[src/sac_pkg.sv]
// Package for the successive-approximation converter control block.
// Assumes an APB slave with 32-bit data and byte-addressed aligned words.
package sac_pkg;

    // ------------------------------------------------------------------
    // Register map
    // ------------------------------------------------------------------
    // Register indices; byte address is four times the index
    localparam logic [1:0] IDX_CSR = 2'h0;
    localparam logic [1:0] IDX_RES_HIGH = 2'h1;
    localparam logic [1:0] IDX_RES_LOW = 2'h2;
    localparam int ADDR_LSB = 2;
    localparam int ADDR_W = 12;

    // Control/status field positions
    localparam int CSR_DONE_BIT = 7;
    localparam int CSR_FAST_BIT = 6;
    localparam int CSR_ON_BIT = 5;
    localparam int CSR_RSVD_BIT = 4;
    localparam int CSR_CH_MSB = 3;
    localparam int CSR_CH_LSB = 0;
    localparam logic [7:0] CSR_RESET = 8'h00;

    // Result layout
    localparam int RES_W = 10;
    localparam int CH_W = 4;
    localparam logic [RES_W-1:0] RES_RESET = 10'h000;
    localparam logic [31:0] RDATA_ZERO = 32'h0000_0000;

    // ------------------------------------------------------------------
    // Timing
    // ------------------------------------------------------------------
    localparam int CLK_PERIOD_NS = 4;
    localparam int DIV_SLOW = 4;
    localparam int DIV_FAST = 2;
    localparam int SAMPLE_CLKS = 3;
    localparam int WAKE_SETTLE_NS = 20000;
    localparam int WAKE_SETTLE_CYC = (WAKE_SETTLE_NS + CLK_PERIOD_NS - 1) / CLK_PERIOD_NS;

    // Converter sequencer states
    typedef enum logic [1:0] {
        SAC_OFF,
        SAC_SAMPLE,
        SAC_COMPARE
    } sac_state_t;

    // Control/status software fields
    typedef struct packed {
        logic fast_clk;
        logic converter_on;
        logic [CH_W-1:0] channel_select;
    } sac_ctrl_t;

    // Analog front-end controls
    typedef struct packed {
        logic power_on;
        logic sample;
        logic [CH_W-1:0] channel;
        logic [RES_W-1:0] dac_code;
    } sac_afe_t;

endpackage : sac_pkg

[src/sac_clkdiv.sv]
// Converter clock tick generator: one-cycle tick every 2 or 4 clocks.
// Assumes the reference clock is the CPU clock.
`timescale 1ns/10ps
`default_nettype none

module sac_clkdiv (
    // Clock and reset
    input wire logic ref_clk_i,
    input wire logic rst_i,
    // Control
    input wire logic run_i,
    input wire logic fast_i,
    // Tick
    output logic tick_o
);

    typedef struct packed {
        logic [1:0] cnt;
    } sac_div_state_t;

    sac_div_state_t st;
    sac_div_state_t next_st;
    logic [1:0] last;

    // Terminal count picks divide-by-2 or divide-by-4
    always_comb begin
        last = fast_i ? 2'(sac_pkg::DIV_FAST - 1) : 2'(sac_pkg::DIV_SLOW - 1);
        next_st = st;
        tick_o = run_i && (st.cnt >= last);
        if (!run_i || tick_o) begin
            next_st.cnt = 2'h0;
        end else begin
            next_st.cnt = st.cnt + 2'h1;
        end
    end

    // State register
    always_ff @(posedge ref_clk_i or posedge rst_i) begin
        if (rst_i) begin
            st <= '0;
        end else begin
            st <= next_st;
        end
    end

endmodule // sac_clkdiv

`default_nettype wire

[src/sac_adc_ctrl.sv]
// Control and status logic for a 10-bit successive-approximation converter.
// Assumes an APB master, an external DAC/comparator front end, and low-power
// mode inputs from the system controller.
`timescale 1ns/10ps
`default_nettype none

module sac_adc_ctrl #(
    parameter int SAMPLE_CLKS = sac_pkg::SAMPLE_CLKS,
    parameter int WAKE_SETTLE_CYC = sac_pkg::WAKE_SETTLE_CYC
) (
    // Clock and reset
    input wire logic ref_clk_i,
    input wire logic rst_i,
    // APB slave
    input wire logic psel,
    input wire logic penable,
    input wire logic pwrite,
    input wire logic [sac_pkg::ADDR_W-1:0] paddr,
    input wire logic [31:0] pwdata,
    output logic [31:0] prdata,
    output logic pready,
    output logic pslverr,
    // Low-power modes
    input wire logic wait_mode_i,
    input wire logic halt_mode_i,
    // Analog front end
    input wire logic comp_above_i,
    output logic afe_power_o,
    output logic afe_sample_o,
    output logic [sac_pkg::CH_W-1:0] afe_channel_o,
    output logic [sac_pkg::RES_W-1:0] afe_dac_code_o,
    // Status
    output logic result_unreliable_o
);

    // ------------------------------------------------------------------
    // State
    // ------------------------------------------------------------------
    typedef struct packed {
        sac_pkg::sac_ctrl_t ctrl;
        logic done;
        logic [sac_pkg::RES_W-1:0] result;
        sac_pkg::sac_state_t phase;
        logic [sac_pkg::RES_W-1:0] sar;
        logic [sac_pkg::RES_W-1:0] trial;
        logic [7:0] samp_cnt;
        logic [31:0] settle_cnt;
        logic unreliable;
        logic [31:0] rdata;
    } sac_top_state_t;

    sac_top_state_t st;
    sac_top_state_t next_st;

    logic tick;
    logic setup;
    logic access;
    logic wr;
    logic rd;
    logic [1:0] idx;
    logic addr_ok;
    logic run;
    logic chan_change;
    logic conv_done;
    logic [sac_pkg::RES_W-1:0] cand;
    logic [7:0] wdat;

    // ------------------------------------------------------------------
    // Converter clock
    // ------------------------------------------------------------------
    sac_clkdiv u_div (
        .ref_clk_i(ref_clk_i),
        .rst_i(rst_i),
        .run_i(run),
        .fast_i(st.ctrl.fast_clk),
        .tick_o(tick)
    );

    // APB decode; zero wait states, unmapped offsets answer with error
    always_comb begin
        idx = paddr[sac_pkg::ADDR_LSB +: 2];
        addr_ok = (paddr[sac_pkg::ADDR_W-1:sac_pkg::ADDR_LSB+2] == '0) &&
                  (paddr[sac_pkg::ADDR_LSB-1:0] == '0) && (idx != 2'h3);
        setup = psel && !penable;
        access = psel && penable;
        wr = access && pwrite && addr_ok;
        rd = access && !pwrite && addr_ok;
        wdat = pwdata[7:0];
    end

    // Handshake and read data outputs
    assign pready = 1'b1;
    assign pslverr = access && !addr_ok;
    assign prdata = st.rdata;

    // Front-end drive
    assign afe_power_o = run;
    assign afe_sample_o = (st.phase == sac_pkg::SAC_SAMPLE);
    assign afe_channel_o = st.ctrl.channel_select;
    assign afe_dac_code_o = st.trial;
    assign result_unreliable_o = st.unreliable;

    // Halt powers the converter down; wait mode has no influence
    assign run = st.ctrl.converter_on && !halt_mode_i;

    // ------------------------------------------------------------------
    // Next-state logic
    // ------------------------------------------------------------------
    always_comb begin
        next_st = st;
        chan_change = wr && (idx == sac_pkg::IDX_CSR) &&
                      (wdat[sac_pkg::CSR_CH_MSB:sac_pkg::CSR_CH_LSB] != st.ctrl.channel_select);
        conv_done = 1'b0;
        // Keep the trial bit when the comparator says input is above
        cand = comp_above_i ? st.trial : (st.trial & ~(st.sar));

        // Read data is captured in setup so it is stable in the access phase
        if (setup) begin
            unique case (paddr[sac_pkg::ADDR_LSB +: 2])
                sac_pkg::IDX_CSR: next_st.rdata = {24'h00_0000, st.done, st.ctrl.fast_clk,
                                                   st.ctrl.converter_on, 1'b0,
                                                   st.ctrl.channel_select};
                sac_pkg::IDX_RES_HIGH: next_st.rdata = {24'h00_0000,
                                                        st.result[sac_pkg::RES_W-1:2]};
                sac_pkg::IDX_RES_LOW: next_st.rdata = {30'h0000_0000, st.result[1:0]};
                default: next_st.rdata = sac_pkg::RDATA_ZERO;
            endcase
        end

        // Settle counter after leaving halt
        if (halt_mode_i) begin
            next_st.settle_cnt = 32'(WAKE_SETTLE_CYC);
            next_st.unreliable = 1'b1;
        end else if (st.settle_cnt != 32'h0000_0000) begin
            next_st.settle_cnt = st.settle_cnt - 32'h0000_0001;
        end else begin
            next_st.unreliable = 1'b0;
        end

        // Sequencer; sample and compare steps advance on converter clock ticks, leaving off does not wait for one
        if (!run) begin
            next_st.phase = sac_pkg::SAC_OFF;
            next_st.trial = '0;
        end else begin
            unique case (st.phase)
                sac_pkg::SAC_OFF: begin
                    next_st.phase = sac_pkg::SAC_SAMPLE;
                    next_st.samp_cnt = '0;
                end
                sac_pkg::SAC_SAMPLE: begin
                    if (tick) begin
                        if (st.samp_cnt >= 8'(SAMPLE_CLKS - 1)) begin
                            next_st.phase = sac_pkg::SAC_COMPARE;
                            next_st.sar = 10'h200;
                            next_st.trial = 10'h200;
                        end else begin
                            next_st.samp_cnt = st.samp_cnt + 8'h01;
                        end
                    end
                end
                sac_pkg::SAC_COMPARE: begin
                    if (tick) begin
                        if (st.sar == 10'h001) begin
                            // Full-scale and below-zero inputs saturate naturally
                            conv_done = 1'b1;
                            next_st.result = cand;
                            next_st.phase = sac_pkg::SAC_SAMPLE;
                            next_st.samp_cnt = '0;
                            next_st.trial = '0;
                        end else begin
                            next_st.sar = st.sar >> 1;
                            next_st.trial = cand | (st.sar >> 1);
                        end
                    end
                end
                default: next_st.phase = sac_pkg::SAC_OFF;
            endcase
        end

        // Software writes to control/status
        if (wr && idx == sac_pkg::IDX_CSR) begin
            next_st.ctrl.fast_clk = wdat[sac_pkg::CSR_FAST_BIT];
            next_st.ctrl.converter_on = wdat[sac_pkg::CSR_ON_BIT];
            next_st.ctrl.channel_select = wdat[sac_pkg::CSR_CH_MSB:sac_pkg::CSR_CH_LSB];
        end

        // Channel change aborts and restarts from sampling
        if (chan_change) begin
            next_st.phase = sac_pkg::SAC_OFF;
            next_st.trial = '0;
        end

        // Completion flag: set wins over clear, except a channel change aborts
        if (conv_done && !chan_change) begin
            next_st.done = 1'b1;
        end else if (rd && idx == sac_pkg::IDX_RES_HIGH) begin
            next_st.done = 1'b0;
        end else if (wr && idx == sac_pkg::IDX_CSR) begin
            next_st.done = 1'b0;
        end
        if (conv_done && chan_change) begin
            next_st.result = st.result;
        end
    end

    // ------------------------------------------------------------------
    // State register
    // ------------------------------------------------------------------
    always_ff @(posedge ref_clk_i or posedge rst_i) begin
        if (rst_i) begin
            st <= '0;
            st.ctrl <= sac_pkg::sac_ctrl_t'(sac_pkg::CSR_RESET[5:0]);
            st.result <= sac_pkg::RES_RESET;
            st.phase <= sac_pkg::SAC_OFF;
        end else begin
            st <= next_st;
        end
    end

    // No interrupt output exists; completion is polled

endmodule // sac_adc_ctrl

`default_nettype wire

[config.mk]
export PLATFORM = sky130hd
export DESIGN_NAME = sac_adc_ctrl
export DESIGN_NICKNAME = d
export VERILOG_FILES = /design/src/sac_pkg.sv /design/src/sac_clkdiv.sv /design/src/sac_adc_ctrl.sv
export SDC_FILE = /design/constraint.sdc
export NUM_CORES = 1
export LEC_CHECK = 0
export ABC_AREA = 1
export BUFFER_PORTS_ARGS = -buffer_cell sky130_fd_sc_hd__buf_2
export CAP_MARGIN = 10
export CORE_UTILIZATION = 49
export DETAILED_ROUTE_END_ITERATION = 16
export PLACE_DENSITY = 0.72
export SLEW_MARGIN = 20
export SYNTH_ARGS = -nofsm -noshare
export SYNTH_HDL_FRONTEND = slang
export SYNTH_HIERARCHICAL = 1
export SYNTH_SLANG_ARGS = --single-unit
[constraint.sdc]
create_clock -name ref_clk_i -period 5.5 [get_ports ref_clk_i]
set_clock_uncertainty 0.05 [all_clocks]
set_input_delay 0.275 -clock ref_clk_i [delete_from_list [all_inputs] [get_ports ref_clk_i]]
set_output_delay 0.275 -clock ref_clk_i [all_outputs]
set_load 0.02 [all_outputs]
==> impl_metrics.json, run 1 <==
{
  "detailroute.wirelength.met2_um": 5464,
  "fin_setup_tns_ns": 0,
  "post_synth_mux_area_share": 0,
  "synth_top_family_by_area": "simple AND/OR/NAND/NOR gates",
  "vias_in_the_first_global_route": 4549,
  "timing.slew.headroom": 0.3110,
  "yosys.cell_count.top_type": "sky130_fd_sc_hd__nand2_1",
  "max-cap-violations": 0,
  "detail-route-antenna-nets": 0,
  "power_leakage_nw": 3.237,
  "clock.fmax_ghz": 0.4052,
  "cp_dominant_cell_by_count": "sky130_fd_sc_hd__nand2_1",
  "clkTransAtPathRegs_ns": 0.09,
  "clk_root_buffer_cell": "sky130_fd_sc_hd__clkbuf_8",
  "flow.area_growth_from_synthesis_pct": 5.975,
  "worst-path-max-fanout": 26,
  "critPathCaptureType": "register",
  "synth_area_per_cell_sq_um": 7.079,
  "synth-main-ff-cell": "sky130_fd_sc_hd__dfrtp_1",
  "postRouteWirelength_um": 11980,
  "status": "finished clean",
  "commonest_cells_in_the_netlist": "220 x sky130_fd_sc_hd__nand2_1, 119 x sky130_fd_sc_hd__nor2_1, 90 x sky130_fd_sc_hd__dfrtp_1",
  "synth_simple_gate_area_share": 0.3697,
  "pwr_density_cell_mw_per_mm2": 260.6,
  "report.final.setup_viol": 0,
  "remaining_drc_errors": 0,
  "grt_antenna_before_repair": 0,
  "synth.ff_latch_count": 90,
  "wl_met3_um": 626,
  "final-max-slew-violation-count": 0,
  "numCtsBuffers": 9,
  "fp.dieW_um": 107.6,
  "worst_pin_slew_ns": 1.027,
  "worstSetupPathDepth": 12,
  "grt_overflow": 0,
  "tritoncts_clock_tree": "yes",
  "starting_density": 0.5042,
  "gp_routability_congestion": 0.8733,
  "post_synth_fa_ha_maj_area_fraction": 0.02060,
  "crit_path_cell_trace": "inv_1 -> nor2_2 -> buf_4 -> a21boi_1 -> inv_1 -> o21ai_0 -> nand2_1 -> nor2_1 -> nand3_1 -> nor2_2 -> nand2_1 -> nand2_1",
  "crit_family": "simple AND/OR/NAND/NOR gates",
  "h-tree-depth": 3,
  "layout.nets": 856,
  "min_period_ns": 2.468,
  "top_layer": "met4",
  "core_region_area_sq_mm": 0.01084,
  "timing.hold.worst_path_depth": 3,
  "cp_data_required_time_ns": 5.77,
  "worstReg2RegStart": "st[110]",
  "cts.repair_timing.setup_buffer_count": 0,
  "detail_route.wl_per_cell_um": 12.74,
  "design.die.area_sq_mm": 0.01158,
  "hold_ws_ns": 0.04529,
  "r2r-end": "st[83]",
  "endpoint_of_the_worst_setup_timing_path": "st[83]",
  "clock_latency_ns": 0.37,
  "synthesis.yosys.warnings": 6,
  "netlist_area_sq_mm": 0.005465,
  "dpl_cell_area_sq_mm": 0.005547,
  "m1WireLength_um": 5689,
  "syn-instance-count": 772,
  "synth_top_area_share": 0.4121,
  "drt-vias-per-instance": 5.046,
  "final_layout_size_suffix_gt1_frac": 0.1175,
  "drt_first_pass_iters": 5,
  "timing.critical_path.buf_inv": 3,
  "clock_sinks": 90,
  "place.detailed.hpwl_um": 8917,
  "synth_enable_flop_cells": 0,
  "finalCritPeriodShare": 0.4487,
  "post_synth_xor_area_fraction": 0.003205,
  "detailedRoute.firstIterationViolations": 300,
  "insertedDiodeCount": 0,
  "ioPinCount": 103,
  "synth_cell_types": 35,
  "floorplan.die.height_um": 107.6,
  "worstSetupPathType": "register to register",
  "rr_worst_depth": 12,
  "grt_pass1_wl_um": 21010,
  "start_kind": "register",
  "fin_area_sq_mm": 0.005792,
  "holdCritStartpoint": "pwdata[6]",
  "worstPathArrival_ns": 2.74,
  "synth_compound_area_frac": 0.04945,
  "synth_area_leaders": "sky130_fd_sc_hd__dfrtp_1 41%, sky130_fd_sc_hd__nand2_1 15%, sky130_fd_sc_hd__nor2_1 8.2%, sky130_fd_sc_hd__nand3_1 6.7%, sky130_fd_sc_hd__buf_4 6.6%",
  "synth_async_sr_flop_share": 1.000,
  "ctsLongestPathBuffers": 2,
  "rsz0062_at_grt": "no",
  "critical_path.slowest_cell": "sky130_fd_sc_hd__nor2_2",
  "final_count_of_hold_timing_violations": 0,
  "fraction_of_the_yosys_area_taken_by_sequential_cells": 0.4121,
  "buffer_ports.inserted": 50,
  "post-synth-top-area-cell": "sky130_fd_sc_hd__dfrtp_1",
  "floorplan.rows": 38,
  "worst_ir_drop_vdd_mv": 0.1510,
  "setup.reg_to_reg.worst_slack_ns": 3.03,
  "worst_hold_path_type": "input pin to register",
  "grt.total_usage": 0.2306,
  "critical-path-max-stage-delay_ns": 0.44,
  "finalPower_mw": 1.509,
  "grt_max_degree": 89,
  "cts_hold_repair.buffers": 1,
  "critPathLaunch": "st[110]",
  "resized_cells_post_cts": 0,
  "via_count": 4743
}
[stage by stage]
step | utilization | worst slack [ns] | instances
finish | 0.5343 | 3.032 | 940
global route | 0.5343 | 2.652 | 940
CTS | 0.5339 | 3.055 | 940
detailed placement | 0.5117 | 2.995 | 923
global placement | 0.5117 | 3.011 | 923
floorplan | - | 2.896 | 795
[cell usage in the layout (no fill, tap or decap)]
cell and n:
sky130_fd_sc_hd__nand2_1 220, sky130_fd_sc_hd__nor2_1 119, sky130_fd_sc_hd__dfrtp_1 90, sky130_fd_sc_hd__inv_1 85, sky130_fd_sc_hd__nand3_1 73, sky130_fd_sc_hd__buf_2 50, sky130_fd_sc_hd__nand4_1 28, sky130_fd_sc_hd__o21ai_0 27
sky130_fd_sc_hd__conb_1 25, sky130_fd_sc_hd__clkbuf_8 10, sky130_fd_sc_hd__ha_1 9, sky130_fd_sc_hd__nor2_2 8, sky130_fd_sc_hd__o21bai_1 7, sky130_fd_sc_hd__a21oi_1 7, sky130_fd_sc_hd__or2_2 4, sky130_fd_sc_hd__nor2_4 4
sky130_fd_sc_hd__nand2_2 3, sky130_fd_sc_hd__inv_2 3, sky130_fd_sc_hd__a31oi_1 3, sky130_fd_sc_hd__nand3_2 2, sky130_fd_sc_hd__or2_0 2, sky130_fd_sc_hd__clkinv_2 2, sky130_fd_sc_hd__bufinv_16 2, sky130_fd_sc_hd__inv_6 2
sky130_fd_sc_hd__clkinv_1 1, sky130_fd_sc_hd__nor3_1 1, sky130_fd_sc_hd__xnor2_1 1, sky130_fd_sc_hd__o21a_1 1, sky130_fd_sc_hd__and2_1 1, sky130_fd_sc_hd__nand3_4 1, sky130_fd_sc_hd__nand3b_1 1, sky130_fd_sc_hd__o21ai_1 1
sky130_fd_sc_hd__xor2_1 1, sky130_fd_sc_hd__o311ai_0 1, sky130_fd_sc_hd__inv_8 1, sky130_fd_sc_hd__dlygate4sd3_1 1, sky130_fd_sc_hd__buf_4 1, sky130_fd_sc_hd__buf_6 1, sky130_fd_sc_hd__a21boi_1 1
[final cells by class]
type	count	area [sq um]
clock buffer	10	137.6
clock inverter	6	93.84
fill	1055	5049
inverter	90	339.1
multi-input combinational	551	2515
sequential	90	2252
tap	140	175.2
timing repair buffer	53	279.0
[kinds of logic (layout without fill, tap and decap cells)]
kind of cell	after synthesis	in the layout
AND/OR/NAND/NOR	467	467
buffers and inverters	154	159
flip-flops	90	90
AO/OA/AOI/OAI	48	48
adder cells (fa/ha/maj)	9	9
other	2	25
XOR/XNOR	2	2
[routing by layer]
layer	track usage	vias up
li1	-	2398
met1	0.3203	2183
met2	0.3649	148
met3	0.02966	14
met4	0.09198	0
met5	0	-
[registers in the layout, summed over array words and instances (netlist names)]
signal               count
afe_channel_o            4
afe_dac_code_o          10
prdata                   8
result_unreliable_o      1
st                      65
u_div/st                 2
[power breakdown]
part | switching (mW) | total [mW] | internal, mW | leakage (nW)
registers | 0.0278 | 0.718 | 0.690 | 1.20
clock network | 0.252 | 0.526 | 0.274 | 0.119
logic | 0.186 | 0.266 | 0.0792 | 1.92
total | 0.466 | 1.51 | 1.04 | 3.24
[worst min-delay path by stage]
stage | endpoint | slack, ns
final | st[111] | 0.05
after global routing | st[111] | 0.04
after CTS | st[111] | 0.03
after detailed placement | u_div/st[0] | 0.1
after global placement | u_div/st[0] | 0.09
after floorplan | u_div/st[0] | -0.03
[worst min-delay path, cell delays in order]
cell	delay (ns)
sky130_fd_sc_hd__buf_2	0.08
sky130_fd_sc_hd__nand2_1	0.04
sky130_fd_sc_hd__nand2_1	0.05
No activity file was read; power rests on OpenSTA's default activity.
==> run 2: changes to the inputs <==
clock period = 2.5 ns   (was 5.5 ns; I/O delays follow)
==> run 2 against run 1 <==
Against the previous run: register-to-register slack worse by 2.6 ns; die area unchanged; count of clock-buffer cells in the layout down 1; largest power group unchanged; sequential cell count unchanged; largest cell class unchanged.
==> impl_metrics.json, run 2 (synthesis results as in run 1) <==
{
  "worst_hold_path_type": "input pin to register",
  "detail-route-antenna-nets": 0,
  "grt_overflow": 0,
  "cellInternalPower_mw": 2.295,
  "grt_pass1_wl_um": 20600,
  "holdCritStartpoint": "halt_mode_i",
  "seq_power_share": 0.471,
  "start_kind": "register",
  "report.final.setup_viol": 0,
  "clk_root_buffer_cell": "sky130_fd_sc_hd__clkbuf_8",
  "power_leakage_nw": 3.289,
  "ctsLongestPathBuffers": 2,
  "clock_sinks": 90,
  "setup.reg_to_reg.worst_slack_ns": 0.42,
  "worstPathArrival_ns": 2.35,
  "cp_dominant_cell_by_count": "sky130_fd_sc_hd__nand2_1",
  "finalPower_mw": 3.354,
  "combPwrFrac": 0.179,
  "vias_in_the_first_global_route": 4390,
  "worst_pin_slew_ns": 0.6280,
  "timing.hold.worst_path_depth": 3,
  "core_region_area_sq_mm": 0.01084,
  "worstSetupPathType": "register to register",
  "drt-vias-per-instance": 5.091,
  "buffer_ports.inserted": 50,
  "final-instance-count-excl-fill": 951,
  "design.die.area_sq_mm": 0.01158,
  "clkTransAtPathRegs_ns": 0.10,
  "ioPinCount": 103,
  "detailedRoute.firstIterationViolations": 252,
  "highest_count_cells_in_the_layout_ignoring_fill_and_taps": "220 x sky130_fd_sc_hd__nand2_1, 119 x sky130_fd_sc_hd__nor2_1, 90 x sky130_fd_sc_hd__dfrtp_1",
  "clock_latency_ns": 0.38,
  "r2r-end": "afe_dac_code_o[7]",
  "detail_route.wl_per_cell_um": 12.66,
  "max-cap-violations": 0,
  "timing.critical_path.buf_inv": 1,
  "clock.fmax_ghz": 0.4799,
  "rr_worst_depth": 9,
  "cp_data_required_time_ns": 2.77,
  "power.switching_mw": 1.059,
  "fp.dieW_um": 107.6,
  "area_occupied_by_multi_input_gates_sq_mm": 0.002515,
  "crit_path_cell_trace": "ha_1 -> nand2_1 -> a21boi_1 -> o21ai_0 -> inv_1 -> nand2_1 -> nor2_1 -> nand3_1 -> nand2_1",
  "hold_ws_ns": 0.02326,
  "worst-path-max-fanout": 9,
  "remaining_drc_errors": 0,
  "floorplan.die.height_um": 107.6,
  "finalCritPeriodShare": 0.8334,
  "postRouteWirelength_um": 12040,
  "final_layout_size_suffix_gt1_frac": 0.1221,
  "critical-path-max-stage-delay_ns": 0.49,
  "drt_first_pass_iters": 5,
  "place.detailed.instances": 928,
  "final_count_of_hold_timing_violations": 0,
  "worst_ir_drop_vdd_mv": 0.4190,
  "tritoncts_clock_tree": "yes",
  "rsz0062_at_grt": "no",
  "postLayoutCoreUtil": 0.5441,
  "critical_path.slowest_cell": "sky130_fd_sc_hd__nor2_1",
  "flow.area_growth_from_synthesis_pct": 7.921,
  "fin_setup_tns_ns": 0,
  "min_delay_worst_endpoint": "st[36]",
  "h-tree-depth": 3,
  "insertedDiodeCount": 0,
  "via_count": 4842,
  "status": "finished clean",
  "crit_family": "simple AND/OR/NAND/NOR gates",
  "final-seq-area_sq_mm": 0.002252,
  "grt_antenna_before_repair": 0,
  "critPathCaptureType": "register",
  "timing.slew.headroom": 0.5798,
  "place.detailed.hpwl_um": 8922,
  "reg_with_most_ffs": "st",
  "fillerInstances": 1005,
  "worstReg2RegStart": "st[111]",
  "power.share.clock": 0.350,
  "final-max-slew-violation-count": 0,
  "cts.repair_timing.setup_buffer_count": 0,
  "layout.nets": 867,
  "floorplan.rows": 38,
  "gp_routability_congestion": 0.8641,
  "min_period_ns": 2.084,
  "grt.total_usage": 0.2275,
  "switching_share": 0.3158,
  "numCtsBuffers": 9,
  "grt_max_degree": 59,
  "starting_density": 0.5042,
  "layout_commonest_cell": "sky130_fd_sc_hd__nand2_1",
  "pwr_density_cell_mw_per_mm2": 568.7,
  "largest_register_ffs": 65
}
-- run 2: cell types whose count changed in the layout (fill, tap and decap cells not counted) --
cell	delta
sky130_fd_sc_hd__buf_12	+1
sky130_fd_sc_hd__buf_4	+5
sky130_fd_sc_hd__buf_6	-1
sky130_fd_sc_hd__clkbuf_8	-1
sky130_fd_sc_hd__dlygate4sd3_1	+6
sky130_fd_sc_hd__inv_6	-1
sky130_fd_sc_hd__inv_8	+2
-- run 2: through the flow --
stage	setup slack (ns)	instance area, sq um
2_1_floorplan	0.04645	5552
3_3_place_gp	0.5116	5597
3_5_place_dp	0.4697	5597
4_1_cts	0.4096	5898
5_1_grt	0.2140	5898
6_report	0.4164	5898
-- run 2: area by class of cell --
class,instances,area share
clock buffers,9,0.02100
well taps,140,0.02970
flip-flops and latches,90,0.3818
multi-input cells,551,0.4264
repair buffers,64,0.06534
inverters,90,0.05749
clock inverters,7,0.01824
-- run 2: worst reg2reg max path, stage by stage (launching register included) --
cell and delay (ns):
sky130_fd_sc_hd__dfrtp_1 0.42, sky130_fd_sc_hd__ha_1 0.28, sky130_fd_sc_hd__nand2_1 0.06, sky130_fd_sc_hd__a21boi_1 0.20, sky130_fd_sc_hd__o21ai_0 0.13, sky130_fd_sc_hd__inv_1 0.07, sky130_fd_sc_hd__nand2_1 0.07, sky130_fd_sc_hd__nor2_1 0.49
sky130_fd_sc_hd__nand3_1 0.17, sky130_fd_sc_hd__nand2_1 0.10
-- run 2: timing repair --
action,in CTS,in global routing
gates resized for setup,0,0
endpoints found under the hold margin,38,0
hold buffers,7,0
-- run 2: power by group through the flow --
stage                     logic, mW  clock network (mW)  registers, mW
after global placement        0.575                   0           1.60
after floorplan               0.498                   0           1.59
after CTS                     0.605                1.20           1.58
final                         0.602                1.17           1.58
after global routing          0.693                1.26           1.59
after detailed placement      0.592                   0           1.61
-- run 2: worst max path at each step --
stage,from,to,depth (start not counted)
3_5_place_dp,st[111],st[87],11
4_1_cts,st[111],st[87],11
6_report,st[111],afe_dac_code_o[7],9
3_3_place_gp,st[111],st[89],11
5_1_grt,st[111],st[65],9
2_1_floorplan,rst_i,afe_channel_o[0],1
-- run 2: metal layers --
metal,vias up,wire length (um),global-route usage
li1,2420,-,-
met1,2295,5809,0.3176
met2,117,5543,0.3562
met3,10,563,0.03571
met4,0,120,0.08415
met5,-,0,0
==> run 3: changes to the inputs <==
clock period = 2.1 ns   (was 2.5 ns; I/O delays follow)
==> run 3 against run 2 <==
Against the previous run: non-clock buffer count is 11 higher; clock power about the same; critical path depth rose by 1; power is 13% higher; cell count is 1.2% higher; worst hold slack got worse by 0.00075 ns; via count is 0.68% higher; cell area up 1.2%; first-iteration DRC count rose by 12%; sequential power grew 19%; fmax up 8.8%; highest routed layer unchanged.
==> impl_metrics.json, run 3 (synthesis results as in run 1) <==
{
  "critical_path.slowest_cell": "sky130_fd_sc_hd__dfrtp_1",
  "finalPower_mw": 3.800,
  "worst_hold_path_type": "input pin to register",
  "clkTransAtPathRegs_ns": 0.09,
  "grt_antenna_before_repair": 0,
  "final_count_of_hold_timing_violations": 0,
  "vias_in_the_first_global_route": 4553,
  "floorplan.die.height_um": 107.6,
  "ioPinCount": 103,
  "fillerInstances": 1034,
  "clock_latency_ns": 0.37,
  "worstSetupPathDepth": 10,
  "highest_count_cells_in_the_layout_ignoring_fill_and_taps": "220 x sky130_fd_sc_hd__nand2_1, 119 x sky130_fd_sc_hd__nor2_1, 90 x sky130_fd_sc_hd__dfrtp_1",
  "h-tree-depth": 3,
  "buffer_ports.inserted": 50,
  "numCtsBuffers": 9,
  "insertedDiodeCount": 0,
  "design.die.area_sq_mm": 0.01158,
  "final_layout_size_suffix_gt1_frac": 0.1350,
  "pwr_density_cell_mw_per_mm2": 636.4,
  "fp.dieW_um": 107.6,
  "starting_density": 0.5042,
  "core_region_area_sq_mm": 0.01084,
  "layout.nets": 879,
  "finalCritPeriodShare": 0.9118,
  "timing.critical_path.buf_inv": 2,
  "detail-route-antenna-nets": 0,
  "grt_max_degree": 31,
  "cellInternalPower_mw": 2.595,
  "power.switching_mw": 1.204,
  "grt_pass1_wl_um": 20910,
  "final-seq-area_sq_mm": 0.002252,
  "critical-path-max-stage-delay_ns": 0.41,
  "final-max-slew-violation-count": 0,
  "worstPathArrival_ns": 2.16,
  "drt-vias-per-instance": 5.068,
  "seq_power_share": 0.494,
  "clock.fmax_ghz": 0.5222,
  "timing.slew.headroom": 0.6138,
  "grt_overflow": 0,
  "ctsLongestPathBuffers": 2,
  "remaining_drc_errors": 0,
  "status": "finished clean",
  "switching_share": 0.3169,
  "dpl_cell_area_sq_mm": 0.005682,
  "critPathCaptureType": "register",
  "detail_route.wl_per_cell_um": 12.81,
  "power_leakage_nw": 3.311,
  "drt_first_pass_iters": 5,
  "min_period_ns": 1.915,
  "worst-path-max-fanout": 10,
  "place.detailed.hpwl_um": 9378,
  "max-cap-violations": 0,
  "grt.total_usage": 0.2311,
  "combPwrFrac": 0.198,
  "area_occupied_by_multi_input_gates_sq_mm": 0.002545,
  "flow.area_growth_from_synthesis_pct": 9.249,
  "layout_commonest_cell": "sky130_fd_sc_hd__nand2_1",
  "final-instance-count-excl-fill": 962,
  "fin_area_sq_mm": 0.005971,
  "rr_worst_depth": 10,
  "largest_register_ffs": 65,
  "cp_dominant_cell_by_count": "sky130_fd_sc_hd__nand2_1",
  "timing.hold.worst_path_depth": 3,
  "reg_with_most_ffs": "st",
  "cp_data_required_time_ns": 2.35,
  "fin_setup_tns_ns": 0,
  "postRouteWirelength_um": 12320,
  "place.detailed.instances": 939,
  "crit_family": "simple AND/OR/NAND/NOR gates",
  "worstSetupPathType": "register to register",
  "start_kind": "register",
  "worst_ir_drop_vdd_mv": 0.3598,
  "detailedRoute.firstIterationViolations": 282,
  "worst_pin_slew_ns": 0.5781,
  "report.final.setup_viol": 0,
  "gp_routability_congestion": 0.9214,
  "via_count": 4875,
  "rsz0062_at_grt": "no",
  "power.share.clock": 0.307,
  "crit_path_cell_trace": "ha_1 -> nand2_1 -> a21boi_2 -> inv_1 -> o21ai_0 -> nand2_1 -> nor2_1 -> nand3_2 -> buf_6 -> a21oi_1",
  "clock_sinks": 90,
  "tritoncts_clock_tree": "yes",
  "floorplan.rows": 38,
  "clk_root_buffer_cell": "sky130_fd_sc_hd__clkbuf_8"
}
-- run 3: cell types whose count changed in the layout (fill, tap and decap cells not counted), sizes merged --
cell      previous run  this run
clkinvlp             0         3
nor2               131       132
clkinv               3         2
inv                 92        88
clkbuf               9        11
buf                 57        68
bufinv               2         1
-- run 3: worst min-delay path, stage by stage --
cell	delay, ns
sky130_fd_sc_hd__buf_2	0.14
sky130_fd_sc_hd__nor2_1	0.07
sky130_fd_sc_hd__nor2_1	0.09
-- run 3: what timing repair did --
item / CTS / global route
endpoints found under the hold margin: 31 / 0
setup buffers: 0 / 0
resized for setup: 0 / 6
setup endpoints to repair: 0 / 18
hold buffers: 7 / 0
-- run 3: power by group through the flow --
stage / sequential [mW] / combinational, mW / clock [mW]
detailed placement: 1.91 / 0.712 / 0
global route: 1.89 / 0.868 / 1.24
finish: 1.88 / 0.753 / 1.17
global placement: 1.91 / 0.691 / 0
floorplan: 1.90 / 0.594 / 0
CTS: 1.88 / 0.724 / 1.19
-- run 3: path summary, 6_finish.rpt --
kind	slack (ns)	startpoint	end
setup / recovery	0.19	st[111]	st[92]
hold / removal	0.02	halt_mode_i	st[36]
setup reg to reg	0.19	st[111]	st[92]
hold reg to reg	0.43	u_div/st[0]	u_div/st[0]
max in group asynchronous	1.07	rst_i	st[64]
min in group asynchronous	0.08	rst_i	u_div/st[1]
-- run 3: cell type report --
| class | instances | share of cell area |
|---|---|---|
| inverter | 90 | 0.05721 |
| tap | 140 | 0.02934 |
| sequential | 90 | 0.3772 |
| clock inverter | 4 | 0.009011 |
| multi-input combinational | 552 | 0.4262 |
| timing repair buffer | 75 | 0.07900 |
| clock buffer | 11 | 0.02200 |
-- run 3: metal layers --
layer / wire [um] / up-vias / GRT usage / share of wire
met1: 5713 / 2269 / 0.3206 / 0.46
met4: 249 / 0 / 0.09295 / 0.020
li1: - / 2435 / - / -
met3: 734 / 20 / 0.03269 / 0.060
met5: 0 / - / 0 / 0
met2: 5625 / 151 / 0.3636 / 0.46
-- run 3: through the flow --
stage / worst slack, ns / hold slack, ns / utilization
finish: 0.1851 / 0.02252 / 0.5508
global route: 0.0007496 / 0.07225 / 0.5508
CTS: 0.04673 / 0.02521 / 0.5477
detailed placement: 0.07298 / -0.06160 / 0.5241
global placement: 0.1463 / -0.06551 / 0.5241
floorplan: 0.1584 / -0.2038 / -
